`src/hdl/mode_ctrl_regs.vh`:
```
// register offsets, field positions, reset values and counts for the mode control register
`ifndef MODE_CTRL_REGS_VH
`define MODE_CTRL_REGS_VH
`define MODE_CTRL_OFFSET      12'h0C00
`define MODE_REV_BIT          16
`define MODE_CLR_BIT          10
`define MODE_THR_HI           9
`define MODE_THR_LO           8
`define MODE_POL_HI           7
`define MODE_POL_LO           6
`define MODE_PORG_HI          5
`define MODE_PORG_LO          4
`define MODE_WACT_HI          3
`define MODE_WACT_LO          2
`define MODE_BSZ_HI           1
`define MODE_BSZ_LO           0
`define MODE_FIELD_RESET      2'h0
`define FAIL_CNT_1            6'h01
`define FAIL_CNT_8            6'h08
`define FAIL_CNT_16           6'h10
`define FAIL_CNT_32           6'h20
`define POL_OFF               2'h0
`define POL_ALL_WRITES        2'h1
`define POL_COND_ONLY         2'h2
`define WACT_MAP              2'h0
`define WACT_INVAL            2'h1
`define WACT_UPDATE           2'h2
`endif

```
`src/hdl/bus_interface_mode_control.v`:
```
// mode control register of the system-bus interface, with lockout and bus-write cache policy
`timescale 1ns/1ps
`include "mode_ctrl_regs.vh"
module bus_interface_mode_control #(
	parameter REVISION = 1'b1 // arbitrary default; set per silicon pass
) (
	// clock and reset
	input  wire        clk_sys,
	input  wire        rst_n,
	// register port
	input  wire        reg_wr,
	input  wire        reg_rd,
	input  wire [11:0] reg_addr,
	input  wire [31:0] reg_wdata,
	output reg  [31:0] reg_rdata_q,
	// processor lock events
	input  wire        interlocked_load,
	input  wire        conditional_store,
	// incoming bus write probe
	input  wire        bus_write,
	input  wire        bus_write_hits_lock,
	input  wire        bus_write_is_cond_store,
	input  wire        map_says_update,
	// lock and lockout outputs
	output reg         lock_valid_q,
	output reg         bus_lockout_q,
	output reg         write_blocked_q,
	output reg         cond_store_ok_q,
	// cache action and configuration
	output reg         bcache_invalidate_q,
	output reg         bcache_update_q,
	output reg  [1:0]  backup_cache_size_q,
	output reg  [1:0]  primary_cache_org_q
);

	// internal copies of the writable fields
	reg  [1:0] cond_store_fail_threshold_q;
	reg  [1:0] lock_policy_q;
	reg  [1:0] bus_write_cache_action_q;
	// failure count of the current contention episode
	reg  [5:0] fail_cnt_q;
	// decoded strobes and events
	wire       sel_wr;
	wire       sel_rd;
	wire       force_lock_clear;
	wire       pol_off_wr;
	wire [5:0] fail_limit;
	wire       fail_evt;
	wire       store_ok_evt;

	// address decode, shared by the write and read paths
	function addr_hit;
		input [11:0] addr;
		begin
			addr_hit = (addr == `MODE_CTRL_OFFSET);
		end
	endfunction

	// threshold decode from the two-bit failure code
	function [5:0] fail_threshold;
		input [1:0] code;
		begin
			case (code)
				2'h0:    fail_threshold = `FAIL_CNT_1;
				2'h1:    fail_threshold = `FAIL_CNT_8;
				2'h2:    fail_threshold = `FAIL_CNT_16;
				default: fail_threshold = `FAIL_CNT_32;
			endcase
		end
	endfunction

	// only one address decodes; strobes elsewhere are ignored
	assign sel_wr           = reg_wr && addr_hit(reg_addr);
	assign sel_rd           = reg_rd && addr_hit(reg_addr);
	assign force_lock_clear = sel_wr && reg_wdata[`MODE_CLR_BIT];
	// writing policy off drops lockout on the edge the field changes,
	// so no stale lockout survives one cycle into the off state
	assign pol_off_wr       = sel_wr && (reg_wdata[`MODE_POL_HI:`MODE_POL_LO] == `POL_OFF);
	assign fail_limit       = fail_threshold(cond_store_fail_threshold_q);
	// a conditional store fails when no valid lock is held
	assign fail_evt         = conditional_store && !lock_valid_q;
	assign store_ok_evt     = conditional_store && lock_valid_q;

	// writable fields; reserved bits are not stored
	// a write carrying the clear bit still loads the other fields
	// field outputs follow the write on the same edge
	always @(posedge clk_sys) begin
		if (!rst_n) begin
			cond_store_fail_threshold_q <= `MODE_FIELD_RESET;
			lock_policy_q               <= `MODE_FIELD_RESET;
			primary_cache_org_q         <= `MODE_FIELD_RESET;
			bus_write_cache_action_q    <= `MODE_FIELD_RESET;
			backup_cache_size_q         <= `MODE_FIELD_RESET;
		end else if (sel_wr) begin
			cond_store_fail_threshold_q <= reg_wdata[`MODE_THR_HI:`MODE_THR_LO];
			lock_policy_q               <= reg_wdata[`MODE_POL_HI:`MODE_POL_LO];
			primary_cache_org_q         <= reg_wdata[`MODE_PORG_HI:`MODE_PORG_LO];
			bus_write_cache_action_q    <= reg_wdata[`MODE_WACT_HI:`MODE_WACT_LO];
			backup_cache_size_q         <= reg_wdata[`MODE_BSZ_HI:`MODE_BSZ_LO];
		end
	end

	// readback: clear bit is write-only, reserved read zero
	// read data stands one cycle, then returns to zero so a stray sample sees nothing
	always @(posedge clk_sys) begin
		if (!rst_n) begin
			reg_rdata_q <= 32'h0000_0000;
		end else if (sel_rd) begin
			reg_rdata_q                              <= 32'h0000_0000;
			reg_rdata_q[`MODE_REV_BIT]               <= REVISION;
			reg_rdata_q[`MODE_THR_HI:`MODE_THR_LO]   <= cond_store_fail_threshold_q;
			reg_rdata_q[`MODE_POL_HI:`MODE_POL_LO]   <= lock_policy_q;
			reg_rdata_q[`MODE_PORG_HI:`MODE_PORG_LO] <= primary_cache_org_q;
			reg_rdata_q[`MODE_WACT_HI:`MODE_WACT_LO] <= bus_write_cache_action_q;
			reg_rdata_q[`MODE_BSZ_HI:`MODE_BSZ_LO]   <= backup_cache_size_q;
		end else begin
			reg_rdata_q <= 32'h0000_0000;
		end
	end

	// lock-valid flag; a hitting bus write wins over a new load in the same cycle
	// clear beats all so software can always break a stuck lock
	always @(posedge clk_sys) begin
		if (!rst_n) begin
			lock_valid_q <= 1'b0;
		end else if (force_lock_clear) begin
			lock_valid_q <= 1'b0;
		end else if (bus_write && bus_write_hits_lock) begin
			lock_valid_q <= 1'b0;
		end else if (interlocked_load) begin
			lock_valid_q <= 1'b1;
		end else if (conditional_store) begin
			lock_valid_q <= 1'b0; // store consumes the lock
		end
	end

	// store outcome, registered for the processor side
	// a pulse one cycle after the store it answers
	always @(posedge clk_sys) begin
		if (!rst_n) begin
			cond_store_ok_q <= 1'b0;
		end else begin
			cond_store_ok_q <= store_ok_evt;
		end
	end

	// failure counter and lockout; counts saturate at the threshold
	// saturating keeps the count in range for any later threshold code
	always @(posedge clk_sys) begin
		if (!rst_n) begin
			fail_cnt_q    <= 6'h00;
			bus_lockout_q <= 1'b0;
		end else if (force_lock_clear || pol_off_wr || lock_policy_q == `POL_OFF) begin
			fail_cnt_q    <= 6'h00;
			bus_lockout_q <= 1'b0;
		end else if (store_ok_evt) begin
			fail_cnt_q    <= 6'h00; // success ends the contention episode
			bus_lockout_q <= 1'b0;
		end else if (fail_evt && !bus_lockout_q) begin
			if (fail_cnt_q + 6'h01 >= fail_limit) begin
				fail_cnt_q    <= fail_limit;
				bus_lockout_q <= 1'b1;
			end else begin
				fail_cnt_q <= fail_cnt_q + 6'h01;
			end
		end
	end

	// bus write blocking while lockout is asserted
	// policy 11 is undefined and blocks no writes, as off does, though failures still count and raise lockout
	always @(posedge clk_sys) begin
		if (!rst_n) begin
			write_blocked_q <= 1'b0;
		end else begin
			case (lock_policy_q)
				`POL_ALL_WRITES: write_blocked_q <= bus_write && bus_lockout_q;
				`POL_COND_ONLY:  write_blocked_q <= bus_write && bus_lockout_q && bus_write_is_cond_store;
				default:         write_blocked_q <= 1'b0;
			endcase
		end
	end

	// backup-cache action for incoming writes
	// write mode 11 is undefined; doing nothing is the safe choice
	always @(posedge clk_sys) begin
		if (!rst_n) begin
			bcache_invalidate_q <= 1'b0;
			bcache_update_q     <= 1'b0;
		end else begin
			bcache_invalidate_q <= 1'b0;
			bcache_update_q     <= 1'b0;
			if (bus_write) begin
				case (bus_write_cache_action_q)
					`WACT_MAP: begin
						bcache_update_q     <= map_says_update;
						bcache_invalidate_q <= !map_says_update;
					end
					`WACT_INVAL:  bcache_invalidate_q <= 1'b1;
					`WACT_UPDATE: bcache_update_q     <= 1'b1;
					default: begin
						bcache_invalidate_q <= 1'b0; // undefined code: no action
					end
				endcase
			end
		end
	end

endmodule

```
`config.mk`:
```
export PLATFORM = sky130hd
export DESIGN_NAME = bus_interface_mode_control
export DESIGN_NICKNAME = d
export VERILOG_FILES = /design/src/hdl/bus_interface_mode_control.v
export VERILOG_INCLUDE_DIRS = /design/src /design/src/hdl
export SDC_FILE = /design/constraint.sdc
export NUM_CORES = 1
export LEC_CHECK = 0
export BUFFER_PORTS_ARGS = -buffer_cell sky130_fd_sc_hd__buf_2
export CORE_MARGIN = 2
export CORE_UTILIZATION = 43
export DETAILED_ROUTE_END_ITERATION = 16
export PLACE_DENSITY = 0.79
export REMOVE_ABC_BUFFERS = 1
export SLEW_MARGIN = 20
export SYNTH_ARGS = -nofsm -noshare
export SYNTH_HDL_FRONTEND = slang
export SYNTH_SLANG_ARGS = --single-unit
```
`constraint.sdc`:
```
create_clock -name clk_sys -period 3.15 [get_ports clk_sys]
set_input_delay 0.63 -clock clk_sys [delete_from_list [all_inputs] [get_ports clk_sys]]
set_output_delay 0.63 -clock clk_sys [all_outputs]
set_load 0.02 [all_outputs]
```
==> flow_results.org, run 1 <==
** Min path
- Kind of path behind the tightest hold check :: flop to flop

** Setup path
- Critical path arrival :: 2.71 ns
- Maximum fanout along the worst path :: 7
- The slowest stage of the critical path belongs to the cell sky130_fd_sc_hd__a21oi_1.
- In this run the register-to-register setup slack is 0.63 ns.
- Endpoint class of the critical path :: flop
- Kind of start point of the critical path :: flop
- At the worst endpoint, the required time is 3.35 ns.
- Largest stage delay on the critical path :: 0.45 ns
- Most frequent CP cell :: sky130_fd_sc_hd__ha_1
- The setup path with the least slack is of type flop to flop.
- Walking the worst path, the cells encountered are ha_1 > nand3_1 > xnor2_1 > ha_1 > a21o_1 > a21oi_1 > o211ai_1 > a311oi_1.

** Clock tree
- The number of hold buffers added after CTS was 0.
- Clock sink count :: 33
- Post-CTS resize count :: 0
- TritonCTS built the clock tree.
- Clock tree synthesis selected as its root buffer the cell sky130_fd_sc_hd__clkbuf_8.
- The number of clock buffers added by TritonCTS is 5.
- The H-tree was split into 2 levels.
- Buffer count from post-CTS setup fixing :: 0
- Post-CTS clock slew at the launch and capture registers of the worst setup and hold paths :: 0.07 ns
- At the later pin of the worst-skew pair, clock insertion delay measures 0.29 ns.
- CTS Buffer Depth :: 2

** Power
- The design draws 797.0 uW.
- Static leakage :: 0.9611 nW
- Max VDD drop :: 0.2905 mV
- Areal power density over the cells :: 410.7 nW/um^2

** Timing
- The count of pins over their slew limit came to 0.
- Final Cycle Share :: 0.7996
- At the pin with the least slew margin, the transition time is 0.6354 ns.
- Adding up every negative setup slack in the final design gives 0 ns.
- Clock skew on the completed layout was measured at 0.002956 ns.
- Number of setup violations in the final report :: 0
- Final hold violation count :: 0
- Min Tclk post-route :: 2.519 ns
- Headroom to the max-slew limit came out at 0.5736.
- Setup repair after global routing left no endpoint under its margin.
- Maximum clock rate :: 397.0 MHz

** Yosys
- The number of different library cells used by synthesis comes to 41.
- Cell accounting for the most synthesized area :: sky130_fd_sc_hd__dfxtp_1
- The share of synthesized area in the top cell type comes to 0.4068.
- Synthesized netlist cell count :: 178
- Average cell area after synthesis :: 9.124 um^2
- Yosys printed 0 warnings.
- Ranking of synthesized cells by area :: sky130_fd_sc_hd__dfxtp_1 (41%), sky130_fd_sc_hd__buf_4 (9.7%), sky130_fd_sc_hd__ha_1 (6.2%), sky130_fd_sc_hd__mux2i_1 (6.2%), sky130_fd_sc_hd__nor2_1 (4.6%)
- For this run, the register share of the synthesized area comes to 0.4068.
- The mapped netlist covers 1624 um^2.
- Flops & latches, synth :: 33

** Floorplanning
- Measured along the x axis, the die boundary spans 65.46 um.
- The initial utilization of the core area, before any placement, comes to 0.4470.
- After floorplanning, the core was sized to cover 3633 um^2.
- 96 I/O pins were placed.
- The die covers 4284 um^2.
- From bottom edge to top edge, the die measures 65.46 um.
- The floorplan has 22 rows.

** Layout
- Antenna Cells :: 0
- Fraction of final layout cells sized beyond drive strength 1 :: 0.2839
- Most common cell after layout, fill and taps aside :: sky130_fd_sc_hd__buf_2
- In the layout the commonest cells are sky130_fd_sc_hd__buf_2 (53), sky130_fd_sc_hd__dfxtp_1 (33), sky130_fd_sc_hd__conb_1 (21).
- Relative to the synthesized area, the layout overhead comes to 19.49%.
- Final non-filler cell total :: 284
- Final net count :: 297
- After filler insertion, the fill cell instance count of the layout stands at 354.

** Placed design
- At the end of routability-driven placement, the weighted congestion stood at 0.8619.
- Port buffering added 53 buffers.
- Post-DP HPWL :: 2.434 mm
- In this run, placement finished with an instance count of 276.

** Global route
- Entering global routing, the biggest net connects 13 pins.
- The first global-routing pass estimated 5.140 mm of wire.
- The number of global-route vias before repair came to 1177.
- Antenna violations before repair :: 0
- For this run the aggregate overflow at the end of global routing stands at 0.
- In the global route stage, overall resource usage came out at 0.1585.

** Run
- Max Cap Viol :: 0

** Drt
- Wire length after detailed routing :: 3.152 mm
- Before antenna repair, the detailed router went through 4 iterations.
- Remaining routing DRC violations :: 0
- Wire length per cell after detailed routing :: 11.10 um
- Post-detailed-route count of antenna-violating nets :: 0
- Via-per-instance ratio :: 4.711
- The detailed router placed 1338 vias in this run.
- The detailed router finished its first iteration with 40 violations.

** Status
- Outcome :: complete, no violations
==> critical path: cells and delay by family (launching register included) <==
| kind | cells | cell delay [ns] |
|---|---|---|
| AOI/OAI and AO/OA | 4 | 1.11 |
| adders and majority gates | 2 | 0.56 |
| DFF | 1 | 0.41 |
| xor gates and xnor gates | 1 | 0.23 |
| and+or+nand+nor | 1 | 0.11 |
==> state kept, by name (all words and copies together) (netlist names), 2 cells and up <==
| signal | count |
|---|---|
| backup_cache_size_q | 2 |
| bus_write_cache_action_q | 2 |
| cond_store_fail_threshold_q | 2 |
| fail_cnt_q | 6 |
| lock_policy_q | 2 |
| primary_cache_org_q | 2 |
| reg_rdata_q | 11 |
==> cell families (layout without fill, tap and decap cells) <==
family                     count (synthesis)  after routing  synth area share
AOI/OAI and AO/OA                         26             26            0.1133
xor gates and xnor gates                   3              3           0.01618
adders and majority gates                  8              8           0.06164
buffers and inverters                     30             68            0.1233
DFF                                       33             33            0.4068
muxes                                     10             10           0.06164
other                                      1             21          0.002309
and+or+nand+nor                           67             67            0.2149
==> cells in the mapped netlist, drive strengths merged <==
cell,n
a2111oi,1
a211o,1
a211oi,1
a21o,4
a21oi,6
a221o,1
a311oi,1
a31o,1
a31oi,3
a41oi,1
and2,8
and3,1
buf,23
clkbuf,1
conb,1
dfxtp,33
ha,8
inv,6
mux2i,10
nand2,10
nand2b,3
nand3,5
nand3b,1
nand4,4
nor2,20
nor2b,1
nor3,7
nor3b,1
nor4,2
nor4bb,1
o211ai,2
o21a,1
o21ai,3
or2,1
or3b,1
or4,1
xnor2,3
==> metrics by stage <==
step | instance area, um^2 | setup slack (ns) | utilization | hold WS (ns)
finish | 1941 | 0.6314 | 0.5341 | 0.4740
CTS | 1941 | 0.6420 | 0.5341 | 0.4733
global placement | 1854 | 0.6898 | 0.5103 | 0.4600
global route | 1941 | 0.3690 | 0.5341 | 0.4926
detailed placement | 1854 | 0.6723 | 0.5103 | 0.4632
floorplan | 1521 | 0.9142 | - | 0.4362
==> power by group <==
group	total (mW)	switching, mW	internal (mW)
registers	0.421	0.00166	0.419
logic	0.0646	0.0435	0.0211
clock network	0.312	0.159	0.152
total	0.797	0.204	0.593
==> worst paths after layout <==
kind | startpoint | endpoint | cells after the start
setup / recovery | fail_cnt_q[0] | fail_cnt_q[5] | 8
hold / removal | fail_cnt_q[1] | fail_cnt_q[1] | 2
setup reg to reg | fail_cnt_q[0] | fail_cnt_q[5] | 8
hold reg to reg | fail_cnt_q[1] | fail_cnt_q[1] | 2
==> layer usage <==
metal,GRT usage,vias up,part of all wire
li1,-,691,-
met1,0.2015,600,0.47
met2,0.2398,39,0.45
met3,0.04281,8,0.053
met4,0.09375,0,0.023
met5,0,-,0
==> final cells by class <==
class / count / area [um^2] / area share
Sequential cell: 33 / 660.6 / 0.3404
Clock buffer: 5 / 68.82 / 0.03546
Multi-Input combinational cell: 135 / 838.3 / 0.4320
Timing Repair Buffer: 54 / 272.8 / 0.1406
Tap cell: 48 / 60.06 / 0.03095
Clock inverter: 3 / 17.52 / 0.009026
Inverter: 6 / 22.52 / 0.01161
No activity file was read; power rests on OpenSTA's default activity.
==> run 2, diff against run 1 <==
- clock period: 3.15 -> 2.4 ns (I/O delays scaled with it)
==> flow_results.org, run 2 (synthesized netlist as in run 1, its figures left out) <==
** Status
- Outcome :: complete, no violations

** Min path
- Worst hold path startpoint :: bus_write_hits_lock
- The path with the worst hold slack has its endpoint at lock_valid_q.
- The min-delay analysis places its worst path in the category input pin to flop.
- Worst hold path cell count :: 2 (unchanged)

** Clock tree
- CTS Buffer Depth :: 2 (unchanged)
- Clock tree from TritonCTS :: yes
- Buffer count from post-CTS setup fixing :: 0 (unchanged)
- In this run the clock root is driven by a sky130_fd_sc_hd__clkbuf_8.
- Post-CTS resize count :: 0 (unchanged)
- Post-CTS clock slew at the launch and capture registers of the worst setup and hold paths :: 0.07 ns (about the same)
- The clock network latency to the later pin of the worst-skew pair came to 0.29 ns (about the same).
- The number of buffers inserted for hold repair after clock tree synthesis was 0 (unchanged).
- Number of buffers created by CTS :: 5 (unchanged)
- The TritonCTS sink count is 33 (unchanged).
- H-tree depth :: 2 (unchanged)

** Layout
- From synthesis to final layout, the design area changed by 25.73%.
- Number of flip-flops under the largest register name :: 11 (unchanged)
- In the final layout, the registers with the most flip-flops are reg_rdata_q: 11 flops, fail_cnt_q: 6 flops.
- The library cell used most frequently in the layout, excluding fill and tap cells, is sky130_fd_sc_hd__buf_2.
- Most frequent cells in the layout :: sky130_fd_sc_hd__buf_2 (53), sky130_fd_sc_hd__dfxtp_1 (31), sky130_fd_sc_hd__conb_1 (21)
- The net count of the finished layout was 302 (+1.7%).
- Ranked by flip-flop count, first place goes to reg_rdata_q.
- The proportion of layout cells with a drive suffix above 1 was 0.3154 (+0.03145).
- The antenna cell count came to 0 (unchanged).

** Floorplanning
- Floorplan die height :: 65.46 um (unchanged)
- Core area :: 3633 um^2 (unchanged)
- The width of the die was 65.46 um (unchanged).
- Area of the die :: 4284 um^2 (unchanged)
- Initial core utilization :: 0.4470 (unchanged)
- I/O pin count :: 96 (unchanged)
- The row count is 22 (unchanged).

** Drt
- Via-per-instance ratio :: 4.751 (+0.84%)
- The remaining routing DRC violations came to 0 (unchanged).
- Detailed router's first-iteration violation count :: 45 (+13%)
- The average detailed-routed wire length per instance is 12.00 um (+8.1%).
- The total vias in the final route was 1373 (+2.6%).
- The sum of routed wire length over all layers was 3.467 mm (+10%).
- The count of antenna-violating nets left after detailed routing is 0 (unchanged).
- The number of iterations in the first detailed-routing pass came to 4 (unchanged).

** Power
- Areal power density over the cells :: 616.6 nW/um^2 (+50%)
- The cell leakage power was 1.020 nW (+6.1%).
- Tot Pwr :: 1.259 mW (+58%)
- The largest vdd supply drop is 0.4677 mV (+61%).

** Global route
- The total grt overflow came to 0 (unchanged).
- The global-route wire length before repair is 5.589 mm (+8.7%).
- Maximum number of pins on one net before global-route repair :: 13 (unchanged)
- The global-route total usage across every layer was 0.1724 (+0.01390).
- The number of global-route vias before repair came to 1210 (+2.8%).
- Antenna violations before repair :: 0 (unchanged)

** Timing
- Setup Skew :: 0.003003 ns (+0.00004707 ns)
- The setup total negative slack is 0 ns (unchanged).
- The final setup violation count was 0 (unchanged).
- Maximum clock rate :: 434.6 MHz (+9.5%)
- The count of pins over their slew limit is 0 (unchanged).
- Min Tclk post-route :: 2.301 ns (-0.2177 ns)
- The final cycle utilization of the critical path came to 0.9587 (+0.1592).
- Post-Route Hold Slack :: 0.3933 ns (-0.08070 ns)
- The hold violation count in the final report is 0 (unchanged).

** Setup path
- STA classifies the critical path startpoint as a flop.
- The number of buffer and inverter instances along the worst setup path came to 1 (+1).
- The arrival time at the worst endpoint was 2.51 ns (-0.20 ns).
- WS Path Type :: flop to flop
- The minimum setup slack among reg-to-reg paths was 0.1 ns (-0.53 ns).
- Maximum fanout along the worst path :: 6 (-1)
- The endpoint identified for the worst register-to-register timing path is fail_cnt_q[0].
- Reg2Reg Launch Point :: fail_cnt_q[2]
- Number of cells on the worst reg-to-reg path :: 9 (+1)
- The cell family contributing the most delay on the critical path is simple AND/OR/NAND/NOR gates.
- Most frequent CP cell :: sky130_fd_sc_hd__nand3_1
- Critical path required time :: 2.61 ns (-0.74 ns)
- Largest stage delay on the critical path :: 0.54 ns (+0.09 ns)
- The critical path goes through nand3_1 > buf_4 > nor3_1 > or2_1 > ha_1 > nand3_1 > a31oi_1 > or4_4 > a31oi_2.
- Endpoint class of the critical path :: flop
- On the critical path, the stage with the largest delay is an instance of sky130_fd_sc_hd__or4_4.

** Placed design
- The number of buffer cells added on primary ports was 53 (unchanged).
- The HPWL after detailed placement was 2.574 mm (+5.7%).
- GP Congestion :: 0.8709 (+1.0%)

** Run
- Max Cap Viol :: 0 (unchanged)
[run 2: worst reg2reg max path: stages (launching register included)]
cell	delay, ns
sky130_fd_sc_hd__dfxtp_4	0.38
sky130_fd_sc_hd__nand3_1	0.12
sky130_fd_sc_hd__buf_4	0.18
sky130_fd_sc_hd__nor3_1	0.21
sky130_fd_sc_hd__or2_1	0.15
sky130_fd_sc_hd__ha_1	0.27
sky130_fd_sc_hd__nand3_1	0.14
sky130_fd_sc_hd__a31oi_1	0.08
sky130_fd_sc_hd__or4_4	0.54
sky130_fd_sc_hd__a31oi_2	0.16
[run 2: report_power, final]
| group | internal, mW | switching [mW] |
|---|---|---|
| clock | 0.413 | 0.211 |
| sequential | 0.549 | 0.00245 |
| combinational | 0.0277 | 0.0569 |
| total | 0.989 | 0.270 |
[run 2: layout make-up]
type	count	area (um^2)
Clock inverter	3	65.06
Timing Repair Buffer	59	310.3
Sequential cell	33	665.6
Tap cell	48	60.06
Fill cell	347	1592
Clock buffer	5	68.82
Multi-Input combinational cell	135	849.6
Inverter	6	22.52
[run 2: worst max-delay path by stage]
stage / startpoint / endpoint / slack, ns / cells after the start
3_5_place_dp: fail_cnt_q[0] / fail_cnt_q[3] / 0.06 / 10
5_1_grt: fail_cnt_q[2] / fail_cnt_q[0] / -0.02 / 9
2_1_floorplan: fail_cnt_q[2] / fail_cnt_q[0] / 0.18 / 8
3_3_place_gp: fail_cnt_q[0] / fail_cnt_q[0] / 0.08 / 8
6_report: fail_cnt_q[2] / fail_cnt_q[0] / 0.1 / 9
4_1_cts: fail_cnt_q[0] / fail_cnt_q[4] / 0.02 / 10
[run 2: layer usage]
layer  GRT usage  vias to the layer above  share of wire
li1            -                      706              -
met2      0.2755                       39           0.49
met1      0.2188                      626           0.45
met5           0                        -              0
met3     0.05822                        2          0.058
met4     0.05469                        0         0.0078
[run 2: through the flow]
step | setup slack (ns) | util | std cells | area [um^2]
floorplan | 0.1794 | - | 174 | 1521
global placement | 0.07979 | 0.5207 | 281 | 1892
detailed placement | 0.05894 | 0.5207 | 281 | 1892
CTS | 0.01503 | 0.5575 | 289 | 2026
global route | -0.01977 | 0.5620 | 289 | 2042
finish | 0.09909 | 0.5620 | 289 | 2042
==> run 3, diff against run 2 <==
==> constraint.sdc (replaced) <==
create_clock -name clk_sys -period 2.4 [get_ports clk_sys]
set_input_delay 0 -clock clk_sys [delete_from_list [all_inputs] [get_ports clk_sys]]
set_output_delay 0 -clock clk_sys [all_outputs]
set_load 0.02 [all_outputs]
==> flow_results.org, run 3 (synthesized netlist as in run 1, its figures left out) <==
** Drt
- The length of routed met2 wiring is 1.846 mm (+9.3%).
- Pre-Repair DR Iteration Count :: 4 (unchanged)
- Via count :: 1448 (+5.5%)
- The remaining routing DRC violations was 0 (unchanged).
- The vias per cell is 4.779 (+0.59%).
- The average detailed-routed wire length per instance was 12.33 um (+2.8%).
- The length of routed met3 wiring is 199 um (-0.50%).
- The sum of routed wire length over all layers was 3.737 mm (+7.8%).
- The count of antenna-violating nets left after detailed routing came to 0 (unchanged).
- Routed length on met1 :: 1.657 mm (+7.0%)
- Top layer reached by signal wires :: met4
- The number of DRC violations after detailed-routing iteration 0 came to 56 (+24%).

** Layout
- The antenna cell count is 0 (unchanged).
- The top cell types in the final layout, fill and taps aside, are sky130_fd_sc_hd__buf_2 (53), sky130_fd_sc_hd__dfxtp_1 (30), sky130_fd_sc_hd__conb_1 (21).
- Final net count :: 316 (+4.6%)
- Biggest regs :: reg_rdata_q: 11 flops, fail_cnt_q: 6 flops
- Register ranked first by flip-flop count :: reg_rdata_q
- Final non-filler cell total :: 303 (+4.8%)
- Leaving out fill and tap cells, the most frequent cell in the layout is sky130_fd_sc_hd__buf_2.
- The proportion of layout cells with a drive suffix above 1 was 0.2941 (-0.02124).
- The area growth from synthesis to layout is 33.36%.
- The number of flip-flops in the largest register was 11 (unchanged).

** Power
- The largest vdd supply drop came to 0.3788 mV (-19%).
- The overall power came to 1.193 mW (-5.2%).
- The ratio of total power to cell area came to 551.0 nW/um^2 (-11%).
- Static leakage :: 1.071 nW (+5.0%)

** Floorplanning
- The top-level I/O count was 96 (unchanged).
- The full die area came to 4284 um^2 (unchanged).
- The starting utilization of the core area is 0.4470 (unchanged).
- Floorplan die height :: 65.46 um (unchanged)
- Core area :: 3633 um^2 (unchanged)
- Placement row count :: 22 (unchanged)
- The width of the die is 65.46 um (unchanged).

** Setup path
- Worst reg2reg setup slack :: 0.08 ns (-0.02 ns)
- Critical path required time :: 2.60 ns (about the same)
- Reg2Reg Launch Point :: fail_cnt_q[2]
- Largest stage delay on the critical path :: 0.54 ns (about the same)
- Endpoint class of the critical path :: flop
- Endpoint of the worst register-to-register path :: fail_cnt_q[0]
- Kind of start point of the critical path :: flop
- Number of cells on the worst reg-to-reg path :: 9 (unchanged)
- The arrival time at the worst endpoint is 2.52 ns (about the same).
- The slowest stage of the critical path belongs to the cell sky130_fd_sc_hd__or4_4.
- The critical path is of the flop to flop type.
- Critical Path, Cell by Cell :: nand3_1 > buf_4 > nor3_1 > or2_1 > ha_1 > nand3_1 > a31oi_1 > or4_4 > a31oi_2
- Among the stages of the critical path, the cell type that occurs most often is sky130_fd_sc_hd__nand3_1.
- The highest fanout seen on the critical path came to 6 (unchanged).

** Timing
- The count of pins over their slew limit was 0 (unchanged).
- Post-Route Hold Slack :: 0.03405 ns (-0.3593 ns)
- Maximum clock rate :: 431.0 MHz (-0.83%)
- Slew margin rel. :: 0.5807
- Tightest Pin Transition :: 0.6248 ns
- Final Cycle Share :: 0.9667 (+0.008038)
- Number of setup violations in the final report :: 0 (unchanged)
- Final hold violation count :: 0 (unchanged)
- Final setup margin :: 0.07980 ns (-0.01929 ns)
- The shortest clock period the worst path allows after layout is 2.320 ns (+0.01929 ns).
- The setup total negative slack came to 0 ns (unchanged).
- Setup Skew :: 0.007101 ns (+0.004098 ns)

** Clock tree
- The number of buffers created by CTS was 5 (unchanged).
- The level count of the clock H-tree was 2 (unchanged).
- The tree is rooted in a sky130_fd_sc_hd__clkbuf_8.
- The clock network latency to the later pin of the worst-skew pair is 0.28 ns (about the same).
- CTS Buffer Depth :: 2 (unchanged)
- Post-CTS clock slew at the launch and capture registers of the worst setup and hold paths :: 0.07 ns (about the same)
- Clock sink count :: 33 (unchanged)
- Clock tree from TritonCTS :: yes

** Run
- Max Cap Viol :: 0 (unchanged)

** Placed design
- The number of buffer cells added on primary ports is 53 (unchanged).
- The routability congestion estimate from global placement was 0.8699 (-0.11%).
- Post-DP HPWL :: 2.591 mm (+0.64%)
- The placement-stage worst setup slack came to 0.06561 ns (+0.006671 ns).
- The cell total after placement was 280 (-0.36%).

** Status
- The flow ran to the end, and the final reports show no timing, DRC or antenna violations.

** Global route
- Maximum number of pins on one net before global-route repair :: 13 (unchanged)
- Sum of overflow across all layers after global routing :: 0 (unchanged)
- Antenna violations before repair :: 0 (unchanged)
- The global-route wire length before repair is 5.989 mm (+7.2%).
- Vias in the first global route :: 1319 (+9.0%)
- The global-route total usage across every layer was 0.1841 (+0.01172).

** Min path
- The min-delay analysis places its worst path in the category input pin to flop.
- The startpoint identified for the worst hold timing path is reg_addr[6].
- The worst hold path terminates at reg_rdata_q[7].
- The hold path depth was 4 (+2).
[run 3: cell types whose count changed in the layout (fill, tap and decap cells not counted), sizes merged]
cell         previous run  this run
buf                    59        58
bufinv                  2         1
clkbuf                  5         7
clkinv                  1         0
dlygate4sd3             0        15
[run 3: worst max-delay path by stage]
stage / endpoint / slack [ns] / startpoint
after global routing: fail_cnt_q[0] / -0.04 / fail_cnt_q[2]
after global placement: fail_cnt_q[0] / 0.08 / fail_cnt_q[0]
after detailed placement: fail_cnt_q[0] / 0.07 / fail_cnt_q[0]
after floorplan: fail_cnt_q[0] / 0.18 / fail_cnt_q[2]
final: fail_cnt_q[0] / 0.08 / fail_cnt_q[2]
after CTS: fail_cnt_q[0] / 0.03 / fail_cnt_q[0]
[run 3: power by group]
part | leakage, nW | switching (mW) | internal (mW)
Combinational | 0.745 | 0.0619 | 0.0439
Clock | 0.0585 | 0.197 | 0.338
Sequential | 0.268 | 0.00219 | 0.550
[run 3: area by class of cell]
cell class | instances | area [um^2]
timing repair buffer | 73 | 452.9
inverter | 6 | 22.52
clock buffer | 7 | 86.33
fill | 331 | 1468
multi-input combinational | 135 | 849.6
sequential | 33 | 664.4
clock inverter | 1 | 30.03
tap | 48 | 60.06
[run 3: worst max-delay path, delay by kind of cell (launching register included)]
kind,cells,cell delay (ns)
AND/OR/NAND/NOR,5,1.16
adder cells (fa/ha/maj),1,0.27
buffers and inverters,1,0.17
AO/OA/AOI/OAI,2,0.26
flip-flops,1,0.39
[run 3: repair_timing]
action | 4_1_cts | 5_1_grt
buffers inserted | 0 | 0
gates resized for setup | 0 | 5
hold buffers | 15 | 0
hold endpoints to repair | 14 | 0
endpoints found under the setup margin | 0 | 6
[run 3: per-layer routing]
| layer | GRT usage | up-vias |
|---|---|---|
| met2 | 0.3087 | 43 |
| met5 | 0 | - |
| met1 | 0.2289 | 667 |
| met3 | 0.05822 | 5 |
| li1 | - | 733 |
| met4 | 0.04688 | 0 |
[run 3: per-stage QoR]
stage	utilization	area (um^2)
2_1_floorplan	-	1521
3_3_place_gp	0.5186	1884
3_5_place_dp	0.5186	1884
4_1_cts	0.5919	2151
5_1_grt	0.5961	2166
6_report	0.5961	2166
